## src/logic/optmod_params.svh

```systemverilog
// Timing constants and register map of the optical module control block
// Behaviour
// - Laser output goes off within 100 us of disable rising.
// - In normal running, laser returns within 2 ms of disable falling.
// - Management interface ready within 300 ms of supply valid.
// - Non-cooled part fully operational within 300 ms of start-up trigger.
// - Cooled part fully operational within 90 s of start-up trigger.
// - Entering power level II completes within 300 ms of the write.
// - Leaving power level II completes within 300 ms of the write.
// - Non-cooled part raises fault flag within 1 ms of a fault.
// - Cooled part raises fault flag within 50 ms of a fault.
// - Disable held high at least 10 us clears a latched fault.
// - Fibre Channel rate select settles within 500 us.
// - Other rate select settles within 10 ms.
// - Loss flag rises within 100 us of signal loss.
// - Loss flag falls within 100 us of signal return.
`ifndef OPTMOD_PARAMS_SVH
`define OPTMOD_PARAMS_SVH

// Clock rate and safety margin divider on every upper bound
`define OPT_CLK_MHZ 100
`define OPT_MARGIN_DIV 2

// Interval bounds in microseconds
`define OPT_T_2W_US 300000
`define OPT_T_START_US 300000
`define OPT_T_START_COOLED_US 90000000
`define OPT_T_PL2_US 300000
`define OPT_T_FAULT_US 1000
`define OPT_T_FAULT_COOLED_US 50000
`define OPT_T_RESET_US 10
`define OPT_T_RS_FC_US 500
`define OPT_T_RS_US 10000
`define OPT_T_LOS_US 100

// Register byte offsets
`define OPT_ADR_CTRL 8'h00
`define OPT_ADR_STATUS 8'h04
`define OPT_ADR_IRQ_STAT 8'h08
`define OPT_ADR_IRQ_MASK 8'h0C

// Control field positions and reset value
`define OPT_CTRL_COOLED 0
`define OPT_CTRL_FC 1
`define OPT_CTRL_PL2 2
`define OPT_CTRL_RST 3'h0

// Interrupt bit positions and mask reset value
`define OPT_IRQ_FAULT 0
`define OPT_IRQ_LOS_ON 1
`define OPT_IRQ_LOS_OFF 2
`define OPT_IRQ_OPER 3
`define OPT_IRQ_MGMT 4
`define OPT_IRQ_MASK_RST 5'h00

`endif

```

## src/logic/optmod_pkg.sv

```systemverilog
// Types shared by the optical module control logic
package optmod_pkg;
   typedef enum logic [1:0] {
      ST_OFF = 2'b00,
      ST_INIT = 2'b01,
      ST_RUN = 2'b10,
      ST_FAULT = 2'b11
   } pwr_state_e;
endpackage

```

## src/logic/interval_timer.sv

```systemverilog
// Saturating microsecond interval timer with a one-cycle expiry pulse
`timescale 1ns/1ps
module interval_timer #(
   parameter int W = 27
) (
   // Clock and reset
   input wire logic clk_i,
   input wire logic rst_i,
   // Count control
   input wire logic clear_i,
   input wire logic run_i,
   input wire logic tick_i,
   input wire logic [W-1:0] limit_i,
   // Expiry
   output logic done_o
);
   logic [W-1:0] cnt_ff;

   // Step on each tick while running; pulse on reaching the limit, and on the
   // next tick when the limit is lowered below the count, so no wait on a nonzero limit can hang
   wire step = run_i && tick_i && (cnt_ff < limit_i);
   wire hit = run_i && tick_i && (cnt_ff >= limit_i - W'(1));

   // Count up to the limit and hold there until cleared
   always_ff @(posedge clk_i) begin
      if (rst_i || clear_i) begin
         cnt_ff <= '0;
         done_o <= 1'b0;
      end else begin
         if (step) begin
            cnt_ff <= cnt_ff + W'(1);
         end
         done_o <= hit;
      end
   end
endmodule

```

## src/logic/optmod_ctrl.sv

```systemverilog
// Control and status timing core of the pluggable optical module
//
// The Wishbone interface to the registers and the placing of the registers were left to the implementer.
`timescale 1ns/1ps
`include "optmod_params.svh"
module optmod_ctrl #(
   parameter int CLK_MHZ = `OPT_CLK_MHZ,
   parameter int TW = 27,
   parameter int T_2W_US = `OPT_T_2W_US,
   parameter int T_START_US = `OPT_T_START_US,
   parameter int T_START_COOLED_US = `OPT_T_START_COOLED_US,
   parameter int T_PL2_US = `OPT_T_PL2_US,
   parameter int T_FAULT_US = `OPT_T_FAULT_US,
   parameter int T_FAULT_COOLED_US = `OPT_T_FAULT_COOLED_US,
   parameter int T_RESET_US = `OPT_T_RESET_US,
   parameter int T_RS_FC_US = `OPT_T_RS_FC_US,
   parameter int T_RS_US = `OPT_T_RS_US,
   parameter int T_LOS_US = `OPT_T_LOS_US
) (
   // Clock and reset
   input wire logic clk_i,
   input wire logic rst_i,
   // Wishbone slave
   input wire logic wb_cyc_i,
   input wire logic wb_stb_i,
   input wire logic wb_we_i,
   input wire logic [7:0] wb_adr_i,
   input wire logic [3:0] wb_sel_i,
   input wire logic [31:0] wb_dat_i,
   output logic [31:0] wb_dat_o,
   output logic wb_ack_o,
   // Module pins and front end
   input wire logic power_good_i,
   input wire logic tx_disable_i,
   input wire logic rs0_i,
   input wire logic rs1_i,
   input wire logic laser_fault_i,
   input wire logic sig_present_i,
   output logic laser_en_o,
   output logic tx_fault_o,
   output logic rx_los_o,
   // Status
   output logic mgmt_ready_o,
   output logic op_ready_o,
   output logic rate_stable_o,
   output logic pl2_active_o,
   output logic irq_o
);
   localparam int NT = 7;
   localparam int T2W = 0;
   localparam int TST = 1;
   localparam int TFL = 2;
   localparam int THD = 3;
   localparam int TRS = 4;
   localparam int TPL = 5;
   localparam int TLS = 6;

   optmod_pkg::pwr_state_e state_ff;
   optmod_pkg::pwr_state_e nxt_state;
   logic [7:0] div_ff;
   logic tick_ff;
   logic [2:0] ctrl_ff;
   logic [4:0] irq_stat_ff;
   logic [4:0] irq_mask_ff;
   logic laser_ff;
   logic fault_ff;
   logic los_ff;
   logic mgmt_ff;
   logic op_ff;
   logic rate_ok_ff;
   logic pl2_ff;
   logic hold_met_ff;
   logic irq_ff;
   logic [1:0] rs_prev_ff;
   logic ack_ff;
   logic [31:0] dat_ff;
   logic [NT-1:0] t_run;
   logic [NT-1:0] t_done;
   logic [TW-1:0] t_lim [NT];

   // Microsecond tick divider
   wire div_end = (div_ff == 8'(CLK_MHZ - 1));
   always_ff @(posedge clk_i) begin
      if (rst_i) begin
         div_ff <= '0;
         tick_ff <= 1'b0;
      end else begin
         div_ff <= div_end ? '0 : div_ff + 8'h01;
         tick_ff <= div_end;
      end
   end

   // Control fields and derived conditions
   wire cooled = ctrl_ff[`OPT_CTRL_COOLED];
   wire fc_mode = ctrl_ff[`OPT_CTRL_FC];
   wire pl2_req = ctrl_ff[`OPT_CTRL_PL2];
   wire st_init = (state_ff == optmod_pkg::ST_INIT);
   wire st_run = (state_ff == optmod_pkg::ST_RUN);
   wire active = st_init || st_run;
   wire pl2_busy = (pl2_ff != pl2_req);
   wire los_raw = !sig_present_i;
   wire los_diff = (los_raw != los_ff);
   wire rs_chg = ({rs1_i, rs0_i} != rs_prev_ff);

   // Run conditions of the interval timers
   assign t_run[T2W] = power_good_i && !mgmt_ff;
   assign t_run[TST] = st_init && !tx_disable_i;
   assign t_run[TFL] = active && laser_fault_i;
   assign t_run[THD] = tx_disable_i;
   assign t_run[TRS] = !rate_ok_ff && !rs_chg;
   assign t_run[TPL] = pl2_busy;
   assign t_run[TLS] = los_diff;

   // Terminal counts, upper bounds shortened by the margin divider
   assign t_lim[T2W] = TW'(T_2W_US / `OPT_MARGIN_DIV);
   assign t_lim[TST] = cooled ? TW'(T_START_COOLED_US / `OPT_MARGIN_DIV)
                              : TW'(T_START_US / `OPT_MARGIN_DIV);
   assign t_lim[TFL] = cooled ? TW'(T_FAULT_COOLED_US / `OPT_MARGIN_DIV)
                              : TW'(T_FAULT_US / `OPT_MARGIN_DIV);
   assign t_lim[THD] = TW'(T_RESET_US - 1);
   assign t_lim[TRS] = fc_mode ? TW'(T_RS_FC_US / `OPT_MARGIN_DIV)
                               : TW'(T_RS_US / `OPT_MARGIN_DIV);
   assign t_lim[TPL] = TW'(T_PL2_US / `OPT_MARGIN_DIV);
   assign t_lim[TLS] = TW'(T_LOS_US / `OPT_MARGIN_DIV);

   // One interval timer per timed condition, restarted on expiry
   genvar gi;
   for (gi = 0; gi < NT; gi++) begin : g_tmr
      interval_timer #(.W(TW)) u_tmr (
         .clk_i(clk_i),
         .rst_i(rst_i),
         .clear_i(!t_run[gi] || t_done[gi]),
         .run_i(t_run[gi]),
         .tick_i(tick_ff),
         .limit_i(t_lim[gi]),
         .done_o(t_done[gi])
      );
   end

   // Power and fault sequencer
   always_comb begin
      nxt_state = state_ff;
      unique case (state_ff)
         optmod_pkg::ST_OFF: begin
            if (power_good_i) begin
               nxt_state = optmod_pkg::ST_INIT;
            end
         end
         optmod_pkg::ST_INIT: begin
            if (!power_good_i) begin
               nxt_state = optmod_pkg::ST_OFF;
            end else if (t_done[TFL]) begin
               nxt_state = optmod_pkg::ST_FAULT;
            end else if (t_done[TST]) begin
               nxt_state = optmod_pkg::ST_RUN;
            end
         end
         optmod_pkg::ST_RUN: begin
            if (!power_good_i) begin
               nxt_state = optmod_pkg::ST_OFF;
            end else if (t_done[TFL]) begin
               nxt_state = optmod_pkg::ST_FAULT;
            end
         end
         optmod_pkg::ST_FAULT: begin
            if (!power_good_i) begin
               nxt_state = optmod_pkg::ST_OFF;
            end else if (hold_met_ff && !tx_disable_i) begin
               nxt_state = optmod_pkg::ST_INIT;
            end
         end
      endcase
   end

   // Next values of the status flops
   wire nxt_run = (nxt_state == optmod_pkg::ST_RUN);
   wire nxt_laser = ((nxt_state == optmod_pkg::ST_INIT) || nxt_run) && !tx_disable_i;
   wire nxt_fault = (nxt_state == optmod_pkg::ST_FAULT);
   wire nxt_mgmt = power_good_i && (mgmt_ff || t_done[T2W]);
   wire nxt_op = st_run && !pl2_busy;
   wire nxt_los = t_done[TLS] ? !los_ff : los_ff;

   // Status flops
   always_ff @(posedge clk_i) begin
      if (rst_i) begin
         state_ff <= optmod_pkg::ST_OFF;
         laser_ff <= 1'b0;
         fault_ff <= 1'b0;
         los_ff <= 1'b1;
         mgmt_ff <= 1'b0;
         op_ff <= 1'b0;
         rate_ok_ff <= 1'b0;
         pl2_ff <= 1'b0;
         hold_met_ff <= 1'b0;
         rs_prev_ff <= 2'h0;
      end else begin
         state_ff <= nxt_state;
         laser_ff <= nxt_laser;
         fault_ff <= nxt_fault;
         los_ff <= nxt_los;
         mgmt_ff <= nxt_mgmt;
         op_ff <= nxt_op;
         rate_ok_ff <= !rs_chg && (rate_ok_ff || t_done[TRS]);
         pl2_ff <= t_done[TPL] ? pl2_req : pl2_ff;
         hold_met_ff <= tx_disable_i && (hold_met_ff || t_done[THD]);
         rs_prev_ff <= {rs1_i, rs0_i};
      end
   end

   // Interrupt events, taken from the flop updates
   wire [4:0] irq_evt = {nxt_mgmt && !mgmt_ff,
                         nxt_op && !op_ff,
                         t_done[TLS] && los_ff,
                         t_done[TLS] && !los_ff,
                         nxt_fault && !fault_ff};

   // Wishbone decode; writes land on the edge that samples ack
   wire bus_req = wb_cyc_i && wb_stb_i && !ack_ff;
   wire bus_wr = wb_cyc_i && wb_stb_i && wb_we_i && ack_ff && wb_sel_i[0];
   wire sel_ctrl = (wb_adr_i == `OPT_ADR_CTRL);
   wire sel_stat = (wb_adr_i == `OPT_ADR_STATUS);
   wire sel_istat = (wb_adr_i == `OPT_ADR_IRQ_STAT);
   wire sel_imask = (wb_adr_i == `OPT_ADR_IRQ_MASK);
   wire [4:0] w1c = (bus_wr && sel_istat) ? wb_dat_i[4:0] : 5'h00;
   wire [8:0] status = {state_ff, pl2_ff, rate_ok_ff, laser_ff, los_ff, fault_ff,
                        op_ff, mgmt_ff};
   wire [31:0] rd_mux = sel_ctrl ? {29'h0, ctrl_ff} :
                        sel_stat ? {23'h0, status} :
                        sel_istat ? {27'h0, irq_stat_ff} :
                        sel_imask ? {27'h0, irq_mask_ff} : 32'h0000_0000;

   // Register file, interrupt status and bus answer
   always_ff @(posedge clk_i) begin
      if (rst_i) begin
         ctrl_ff <= `OPT_CTRL_RST;
         irq_mask_ff <= `OPT_IRQ_MASK_RST;
         irq_stat_ff <= 5'h00;
         irq_ff <= 1'b0;
         ack_ff <= 1'b0;
         dat_ff <= 32'h0000_0000;
      end else begin
         if (bus_wr && sel_ctrl) begin
            ctrl_ff <= wb_dat_i[2:0];
         end
         if (bus_wr && sel_imask) begin
            irq_mask_ff <= wb_dat_i[4:0];
         end
         irq_stat_ff <= (irq_stat_ff & ~w1c) | irq_evt; // Set wins over clear
         irq_ff <= |(irq_stat_ff & irq_mask_ff);
         ack_ff <= bus_req;
         dat_ff <= bus_req ? rd_mux : 32'h0000_0000;
      end
   end

   // Outputs straight from flops
   assign wb_ack_o = ack_ff;
   assign wb_dat_o = dat_ff;
   assign laser_en_o = laser_ff;
   assign tx_fault_o = fault_ff;
   assign rx_los_o = los_ff;
   assign mgmt_ready_o = mgmt_ff;
   assign op_ready_o = op_ff;
   assign rate_stable_o = rate_ok_ff;
   assign pl2_active_o = pl2_ff;
   assign irq_o = irq_ff;

   // Elapsed microseconds of each pending condition except the disable hold, for the checks below
   logic [TW-1:0] w2_us_ff;
   logic [TW-1:0] st_us_ff;
   logic [TW-1:0] fl_us_ff;
   logic [TW-1:0] pl_us_ff;
   logic [TW-1:0] rs_us_ff;
   logic [TW-1:0] ls_us_ff;
   always_ff @(posedge clk_i) begin
      if (rst_i) begin
         w2_us_ff <= '0;
         st_us_ff <= '0;
         fl_us_ff <= '0;
         pl_us_ff <= '0;
         rs_us_ff <= '0;
         ls_us_ff <= '0;
      end else begin
         w2_us_ff <= (power_good_i && !mgmt_ff) ? w2_us_ff + TW'(tick_ff) : '0;
         st_us_ff <= (st_init && !tx_disable_i) ? st_us_ff + TW'(tick_ff) : '0;
         fl_us_ff <= (active && laser_fault_i) ? fl_us_ff + TW'(tick_ff) : '0;
         pl_us_ff <= pl2_busy ? pl_us_ff + TW'(tick_ff) : '0;
         rs_us_ff <= (!rate_ok_ff && !rs_chg) ? rs_us_ff + TW'(tick_ff) : '0;
         ls_us_ff <= los_diff ? ls_us_ff + TW'(tick_ff) : '0;
      end
   end
endmodule

```

## config.mk

```make
export PLATFORM = sky130hd
export DESIGN_NAME = optmod_ctrl
export DESIGN_NICKNAME = d
export VERILOG_FILES = /design/src/logic/optmod_pkg.sv /design/src/logic/interval_timer.sv /design/src/logic/optmod_ctrl.sv
export VERILOG_INCLUDE_DIRS = /design/src /design/src/logic
export SDC_FILE = /design/constraint.sdc
export NUM_CORES = 1
export LEC_CHECK = 0
export BUFFER_PORTS_ARGS = -buffer_cell sky130_fd_sc_hd__clkbuf_2
export CORE_MARGIN = 10
export CORE_UTILIZATION = 60
export DETAILED_ROUTE_END_ITERATION = 8
export PLACE_DENSITY = 0.79
export SYNTH_ARGS = -nofsm -noshare
export SYNTH_HDL_FRONTEND = slang
export SYNTH_SLANG_ARGS = --single-unit
```

## constraint.sdc

```tcl
create_clock -name clk_i -period 6.3 [get_ports clk_i]
set_input_delay 0.315 -clock clk_i [delete_from_list [all_inputs] [get_ports clk_i]]
set_output_delay 0.315 -clock clk_i [all_outputs]
set_load 0.01 [all_outputs]
```

# Word-level counts from Yosys, hierarchy flattened
# Index checks and enable logic that the tools add are counted.
# totals
ff_bits,264
out_inout_bits,41
# op_classes
n_addsub,11
order_cmp,14
n_eq_ne,13
mux,17
n_bitwise,5
reduce_logical,85
# op_table
operator,count
$add 27x1->27 const B,7
$ge 27x27->1,3
$ge 27x18->1 const B,2
$lt 27x18->1 const B,2
$logic_and 1x1->1,44
$ge 27x4->1 const B,1
$ge 27x6->1 const B,1
$lt 27x13->1,1
$lt 27x15->1,1
$lt 27x26->1,1
$lt 27x4->1 const B,1
$lt 27x6->1 const B,1
$sub 26x1->27 const B,1
$mux 26,1
$logic_or 1x1->1,19
$eq 8x4->1 const B,2
$mux 2,8
$sub 15x1->16 const B,1
$logic_not 1->1,15
$mux 15,1
$mux 5,3
$sub 13x1->14 const B,1
$mux 13,1
$and 5x5->5,2
18 further kinds,25

# Logic depth before layout (Yosys ltp)
# Gate-level depths: netlist of the first run.
# depth
word_depth,9
depth_mapped,10

# By module
# Synthesis of the first run repeated with hierarchy kept, for this count alone.
# unflattened
cells_unflattened,3049
hier_area_um2,24649.9
# by_module_without_submodules
module,n_inst,cells_per_inst,area_each_um2,seq_area_each_um2
interval_timer (g_tmr[1].u_tmr ...),5,406,3256.9,560.5
interval_timer (g_tmr[0].u_tmr),1,401,3161.8,560.5
interval_timer (g_tmr[3].u_tmr),1,384,3017.9,560.5
optmod_ctrl,1,234,2185.8,900.9

# Worst setup path before layout of the first run
# Ideal clock, no wire load.
# synth_path
path_kind,flip-flop to flip-flop
startpoint,register ctrl_ff[0]
endpoint,register g_tmr[1].u_tmr.cnt_ff[7]
setup_ns,0.070
arrival_time_ns,2.596
slack_ns,3.634
stages_incl_launch_ff,11
cell_sequence,dfxtp_1 > inv_1 > ha_1 > nand4bb_1 > or4_1 > a21o_1 > nand4_1 > buf_2 > buf_4 > o21ai_0 > a21oi_1
# synth_between
elab_chain_cells,3
# synth_lines
item,line,text
"start, declared",optmod_ctrl.sv:62,logic [2:0] ctrl_ff;
"start signal, assigned",optmod_ctrl.sv:235,ctrl_ff <= `OPT_CTRL_RST;
"start signal, assigned",optmod_ctrl.sv:243,ctrl_ff <= wb_dat_i[2:0];
$mux 26,optmod_ctrl.sv:116,assign t_lim[TST] = cooled ? TW'(T_START_COOLED_US / `OPT_MARGIN_DIV)
$lt 27x26->1,interval_timer.sv:21,wire step = run_i && tick_i && (cnt_ff < limit_i);
$logic_and 1x1->1,interval_timer.sv:21,
"end signal, assigned",interval_timer.sv:31,cnt_ff <= cnt_ff + W'(1);
"end, declared",interval_timer.sv:17,logic [W-1:0] cnt_ff;
# No other way between the ends.
# A chain may end at the register's enable or synchronous reset.

# Worst setup path in the final report of the first run
# layout_path
startpoint,register ctrl_ff[0]
endpoint,register g_tmr[1].u_tmr.cnt_ff[6]
# Same word-level chain as after synthesis.

==> run metrics, run 1 <==
Layout area overhead 11.9%; NetSw 0.660 mW; Root Buffer clkbuf_16; Cells after Synth 1159; min cycle time layout 4.12 ns; biggest area consumer among synthesized cells dfxtp_1; Synth area leaders dfxtp_1 (45%), and2_1 (5.6%), ha_1 (5.5%), nor2_1 (4.3%), xor2_1 (3.0%); Worst Setup Start Kind flop; final antenna-violating net count 0; YS warnings 0; nets 1296; Critical Path Fanout Max 35; largest net degree at the start of global routing 44; sequential fraction of the synthesis area 45.3%; Setup CP Type reg2reg; Primary FF master, synth dfxtp_1; antenna violations before repair 1; CP required 6.75 ns; Compound-Gate Fraction of Synth Area 9.74%; crit share post-route 65.4%; Num CTS Buffers 26; Clock Latency Late Sink 0.52 ns; Critical Path Sink Type flop; maximum vdd drop 255 uV; Post-CTS Setup Bufs 0; Final Max Slew Viols 0; Fmax achieved 243 MHz; Post-DP HPWL 14.7 mm; GRT busiest layer met2; total wire length 21.4 mm; Clock power frac 51.5%; diode count 0; Reg clk slew, reported paths 0.06 ns; Cells after DPL 1391; first-pass iteration count of the detailed router 5; status finished clean; Post-CTS Hold Buffers 0; grt total ovfl 0; XOR/XNOR share of the synthesized area 4.69%; met2 Use GR 29.3%; row cnt 48; Die Y 153 um; GRT met1 Usage 23.3%; num ports 96; RD Place Congestion 0.866; Tightest Pin Transition 1.14 ns; non-filler instance count after layout 1439; top cell type's share of synthesized area 45.3%; HP Class in2reg; Seq pwr share 46.6%; first-pass GRT wire length 37.0 mm; Initial Utilization 61.4%; Logic pwr share 1.9%; clk_skew 0.0179 ns; Via density 5.66; Leak Pwr 4.64 nW; H-Tree Depth 1; Setup TNS 0 ns; Gates resized, CTS repair 0; chip width 153 um; per-cell routed wire length 14.9 um; Switching Fraction 20.1%; simple-gate area share of the yosys netlist 28.1%; final hold viol count 0; vias in the first global route 7776; number of distinct library cells after synthesis 72; Post-Synth Adder-Cell Area 5.52%; Pint 2.62 mW; PwrDens 275 mW/mm^2; filler cell count 1347; die area 0.0235 mm^2; drc violations 0; CTS sink cnt 241; Clock Tree Buf Depth 3; commonest non-fill, non-tap cell in the layout dfxtp_1; DP Worst Slack 2.25 ns; Post-synth EDFFs 0; ys async rst share 0%; max_slew headroom 23.4%; most frequent cells in the layout dfxtp_1 (241), nor2_1 (122), and2_1 (96); Cell Area, Synth 0.0107 mm^2; RSZ-0062 raised after global routing false; fraction of layout cells with a size suffix above 1 9.88%; Core Region 0.0174 mm^2; GR Util met3 3.65%; DR iter-0 viols 637; worst path arrival time 4.57 ns; largest family of logic cells by synthesized area simple AND/OR/NAND/NOR gates; endpoints failing setup 0; average cell area after synthesis 9.19 um^2; TritonCTS clock tree built; routed via count 8147; Max Cap Viol 0; PortBufs 42; FF+latch count, synth 241; Worst Slack Setup Final 2.18 ns; post-synthesis mux area share 2.44%; GRT Total Usage 17.8%
stage by stage:
stage,area [um^2],utilization [%],power (mW),hold WS (ns)
floorplan,10700,-,1.61,0.391
global placement,11000,63.1,1.62,0.436
detailed placement,11000,63.1,1.63,0.438
CTS,11900,68.7,3.31,0.0186
global route,11900,68.7,3.38,0.0505
finish,11900,68.7,3.28,0.0234
layout make-up:
type	instances	area (um^2)	area share (%)
multi-input cells	850	5480	46.0
flip-flops and latches	241	4820	40.5
clock buffers	34	742	6.22
well taps	225	282	2.36
repair buffers	49	263	2.20
clock inverters	14	231	1.94
inverters	26	97.6	0.818
logic make-up after synthesis:
kind of cell,after synthesis
simple gates,545
other cells,1
xor+xnor,57
flops,241
fa+ha+maj,47
buf+inv,90
compound gates,156
mux,22
state kept, by name, indices dropped and copies added (netlist names), 2 cells and up:
signal              flops
ctrl_ff                 3
div_ff                  8
g_tmr.u_tmr.cnt_ff    189
g_tmr.u_tmr.done_o      7
irq_mask_ff             5
irq_stat_ff             5
rs_prev_ff              2
state_ff                2
wb_dat_o                9
per-layer routing:
| layer | part of all wire (%) | routed length, um | vias to the layer above |
|---|---|---|---|
| met3 | 5.0 | 1080 | 42 |
| met1 | 47 | 10100 | 3810 |
| met4 | 2.4 | 511 | 0 |
| li1 | - | - | 4133 |
| met5 | 0 | 0 | - |
| met2 | 46 | 9750 | 162 |
power groups by stage:
stage                     sequential [mW]  clock [mW]  combinational, mW
after floorplan                      1.56           0             0.0512
after global placement               1.56           0             0.0601
after detailed placement             1.56           0             0.0614
after CTS                            1.53        1.72             0.0617
after global routing                 1.53        1.78             0.0704
final                                1.53        1.69             0.0621
critical path, stage by stage, from the launching register on:
cell and delay (ns):
dfxtp_1 0.60, inv_1 0.42, ha_1 0.42, nand4bb_1 0.16
a21oi_1 0.07, nor4b_2 0.45, nand4_1 1.00, or4_1 0.78
a21oi_1 0.15
Yosys cell counts (28+ instances only):
| cell type | count |
|---|---|
| nand2_1 | 66 |
| a21oi_1 | 42 |
| o21ai_0 | 38 |
| nand3_1 | 45 |
| dfxtp_1 | 241 |
| ha_1 | 47 |
| nor2_1 | 122 |
| nor3_1 | 32 |
| clkbuf_1 | 28 |
| xor2_1 | 36 |
| and2_1 | 96 |
| nand4_1 | 35 |
path summary, 6_finish.rpt:
kind | start | endpoint | slack [ns] | depth (start not counted)
hold / removal | wb_stb_i | wb_ack_o | 0.02 | 3
hold reg to reg | g_tmr[6].u_tmr.cnt_ff[20] | g_tmr[6].u_tmr.cnt_ff[20] | 0.45 | 1
setup / recovery | ctrl_ff[0] | g_tmr[1].u_tmr.cnt_ff[6] | 2.18 | 8
setup reg to reg | ctrl_ff[0] | g_tmr[1].u_tmr.cnt_ff[6] | 2.18 | 8
No activity file was read; power rests on OpenSTA's default activity.
==> inputs of run 2 (changes only) <==
--- a/config.mk
+++ b/config.mk
@@ -6,6 +6,7 @@
 export SDC_FILE = /design/constraint.sdc
 export NUM_CORES = 1
 export LEC_CHECK = 0
+export ABC_AREA = 1
 export BUFFER_PORTS_ARGS = -buffer_cell sky130_fd_sc_hd__clkbuf_2
 export CORE_MARGIN = 10
 export CORE_UTILIZATION = 60
==> constraint.sdc (replaced) <==
create_clock -name clk_i -period 3.8 [get_ports clk_i]
set_input_delay 0.19 -clock clk_i [delete_from_list [all_inputs] [get_ports clk_i]]
set_output_delay 0.19 -clock clk_i [all_outputs]
set_load 0.01 [all_outputs]
==> run 2 against run 1 <==
Fmax rose by 51%. Area after synthesis is 17% higher. Utilization shrank 1.1 points. Combinational power is 80% higher. First-iteration DRC count grew 21%. Critical path depth grew 3. Critical endpoint is now g_tmr[2].u_tmr.cnt_ff[5]. Clock skew shrank 0.0052 ns. Highest routed layer unchanged.
==> run metrics, run 2 <==
HP Class in2reg; worst path arrival time 3.13 ns (-1.44 ns); Seq pwr share 47.5% (+0.9 points); max reg flops 189 (unchanged); CP required 4.21 ns (-2.54 ns); Core Region 0.0203 mm^2 (+17%); Clock Latency Late Sink 0.53 ns (about the same); Pint 4.24 mW (+62%); worst path cell trace inv_1 > ha_1 > nand2_1 > nor3_1 > nand2_1 > nor2_1 > nand2_1 > nand3_1 > nand2_1 > nand2_1 > nor2_1; PortBufs 42 (unchanged); Post-DP HPWL 19.1 mm (+30%); filler cell count 1807 (+34%); simple-gate area share of the yosys netlist 34.8% (+6.7 points); Clock Tree Buf Depth 3 (unchanged); top cell type's share of synthesized area 38.8% (-6.5 points); first-pass iteration count of the detailed router 5 (unchanged); FF+latch count, synth 241 (unchanged); most frequent cells in the layout nand2_1 (402), nor2_1 (330), inv_1 (272); largest net degree at the start of global routing 28 (-36%); DR iter-0 viols 772 (+21%); NetSw 1.11 mW (+68%); chip width 164 um (+7.0%); XOR/XNOR share of the synthesized area 3.59% (-1.1 points); commonest non-fill, non-tap cell in the layout nand2_1; routed via count 11100 (+36%); Post-CTS Setup Bufs 0 (unchanged); max_slew headroom 35.8% (+12 points); Num CTS Buffers 26 (unchanged); Reg clk slew, reported paths 0.06 ns (about the same); endpoints failing setup 0 (unchanged); Logic pwr share 2.1% (+0.2 points); maximum vdd drop 402 uV (+58%); Critical Path Fanout Max 26 (-26%); Switching Fraction 20.7% (+0.59 points); crit share post-route 71.6% (+6.2 points); GRT Total Usage 19.6% (+1.8 points); fraction of layout cells with a size suffix above 1 6.66% (-3.2 points); Final Max Slew Viols 0 (unchanged); Layout area overhead 10.5%; post-synthesis mux area share 0% (-2.4 points); status finished clean; nets 1989 (+53%); Clock power frac 50.4% (-1.1 points); first-pass GRT wire length 45.6 mm (+23%); final hold viol count 0 (unchanged); Setup CP Type reg2reg; final antenna-violating net count 0 (unchanged); row cnt 52 (+8.3%); grt total ovfl 0 (unchanged); Synth area leaders dfxtp_1 (39%), nand2_1 (12%), nor2_1 (10%), inv_1 (8.2%), nand3_1 (5.5%); most flop-heavy register g_tmr.u_tmr.cnt_ff; largest family of logic cells by synthesized area simple AND/OR/NAND/NOR gates; Setup TNS 0 ns (unchanged); sequential fraction of the synthesis area 38.8% (-6.5 points); Post-synth EDFFs 0 (unchanged); Root Buffer clkbuf_16; Initial Utilization 61.2% (-0.16 points); Leak Pwr 5.56 nW (+20%); post-layout util 67.6% (-1.1 points); RD Place Congestion 0.927 (+6.9%); Compound-Gate Fraction of Synth Area 6.34% (-3.4 points); number of distinct library cells after synthesis 46 (-36%); Worst Setup Start Kind flop; Via density 5.09 (-10%); min cycle time layout 2.72 ns (-1.40 ns); total wire length 27.0 mm (+26%); vias in the first global route 10200 (+31%); Cells after DPL 2122 (+53%); Die Y 164 um (+7.0%); biggest area consumer among synthesized cells dfxtp_1; most common cell in the netlist nand2_1; worst reg-to-reg path cell count 11 (+3); Tightest Pin Transition 0.962 ns (-0.183 ns); Post-synth top cells nand2_1 (402), nor2_1 (330), inv_1 (272); non-filler instance count after layout 2178 (+51%); average cell area after synthesis 6.75 um^2 (-27%); PwrDens 389 mW/mm^2 (+41%); Fmax achieved 368 MHz (+51%); Worst path most repeated cell nand2_1; H-Tree Depth 1 (unchanged); Post-Synth Adder-Cell Area 4.73% (-0.79 points); die area 0.0269 mm^2 (+14%); Primary FF master, synth dfxtp_1; Hold Path Depth 4 (+1); TritonCTS clock tree built; per-cell routed wire length 12.4 um (-17%); Cells after Synth 1840 (+59%); YS warnings 0 (unchanged); RSZ-0062 raised after global routing false; clk_skew 0.0127 ns (-0.00521 ns); Cell Area, Synth 0.0124 mm^2 (+17%); Max Cap Viol 0 (unchanged); Crit path largest cell delay 0.52 ns (-0.48 ns); num ports 96 (unchanged); antenna violations before repair 1 (unchanged); ys async rst share 0% (unchanged); highest-delay cell along the critical path nand2_1; CTS sink cnt 241 (unchanged); Critical Path Sink Type flop; drc violations 0 (unchanged)
## run 2: power groups by stage
stage | Combinational (mW) | Clock [mW] | Sequential [mW]
after floorplan | 0.0861 | 0 | 2.59
final | 0.112 | 2.70 | 2.54
after global placement | 0.102 | 0 | 2.59
after global routing | 0.126 | 2.84 | 2.54
after CTS | 0.111 | 2.75 | 2.54
after detailed placement | 0.104 | 0 | 2.59
## run 2: repair_timing
action / in CTS / in global routing
endpoints found under the hold margin: 9 / 0
resized for setup: 0 / 0
hold buffers: 7 / 0
## run 2: worst max-delay path, delay by kind of cell, from the launching register on
family / cells / cell delay (ns)
buf+inv: 1 / 0.29
fa+ha+maj: 1 / 0.44
simple gates: 9 / 1.53
flops: 1 / 0.33
## run 2: logic make-up after synthesis
kind of cell / count (synthesis)
buf+inv: 341
fa+ha+maj: 47
xor+xnor: 51
flops: 241
compound gates: 150
simple gates: 1009
other cells: 1
## run 2: routing by layer
layer,track usage (%),vias up,wire (um)
met4,5.32,0,581
met5,0,-,0
li1,-,5833,-
met1,25.4,4985,12500
met2,33.4,227,12600
met3,2.93,43,1340
## run 2: path summary, 6_finish.rpt
check             slack (ns)                         to                      start
setup / recovery        1.08   g_tmr[2].u_tmr.cnt_ff[5]                 ctrl_ff[0]
hold / removal          0.01             irq_stat_ff[3]                wb_dat_i[3]
setup reg to reg        1.08   g_tmr[2].u_tmr.cnt_ff[5]                 ctrl_ff[0]
hold reg to reg         0.42  g_tmr[0].u_tmr.cnt_ff[22]  g_tmr[0].u_tmr.cnt_ff[22]
## run 2: cell type report
type	count	area [um^2]	share of cell area, %
Clock inverter	12	178	1.29
Sequential cell	241	4820	35.1
Clock buffer	36	759	5.53
Timing Repair Buffer	56	333	2.42
Inverter	282	1060	7.73
Multi-Input combinational cell	1280	6230	45.4
Antenna cell	1	2.50	0.0182
Tap cell	270	338	2.46
## run 2: per-stage QoR
step                      setup WS (ns)  power [mW]  area [um^2]  hold slack (ns)
final                              1.08        5.34        13700           0.0106
after global routing              0.888        5.51        13700           0.0108
after CTS                          1.13        5.40        13700         0.000702
after detailed placement           1.13        2.70        12700            0.417
after global placement             1.24        2.69        12700            0.415
after floorplan                    1.68        2.68        12500            0.297
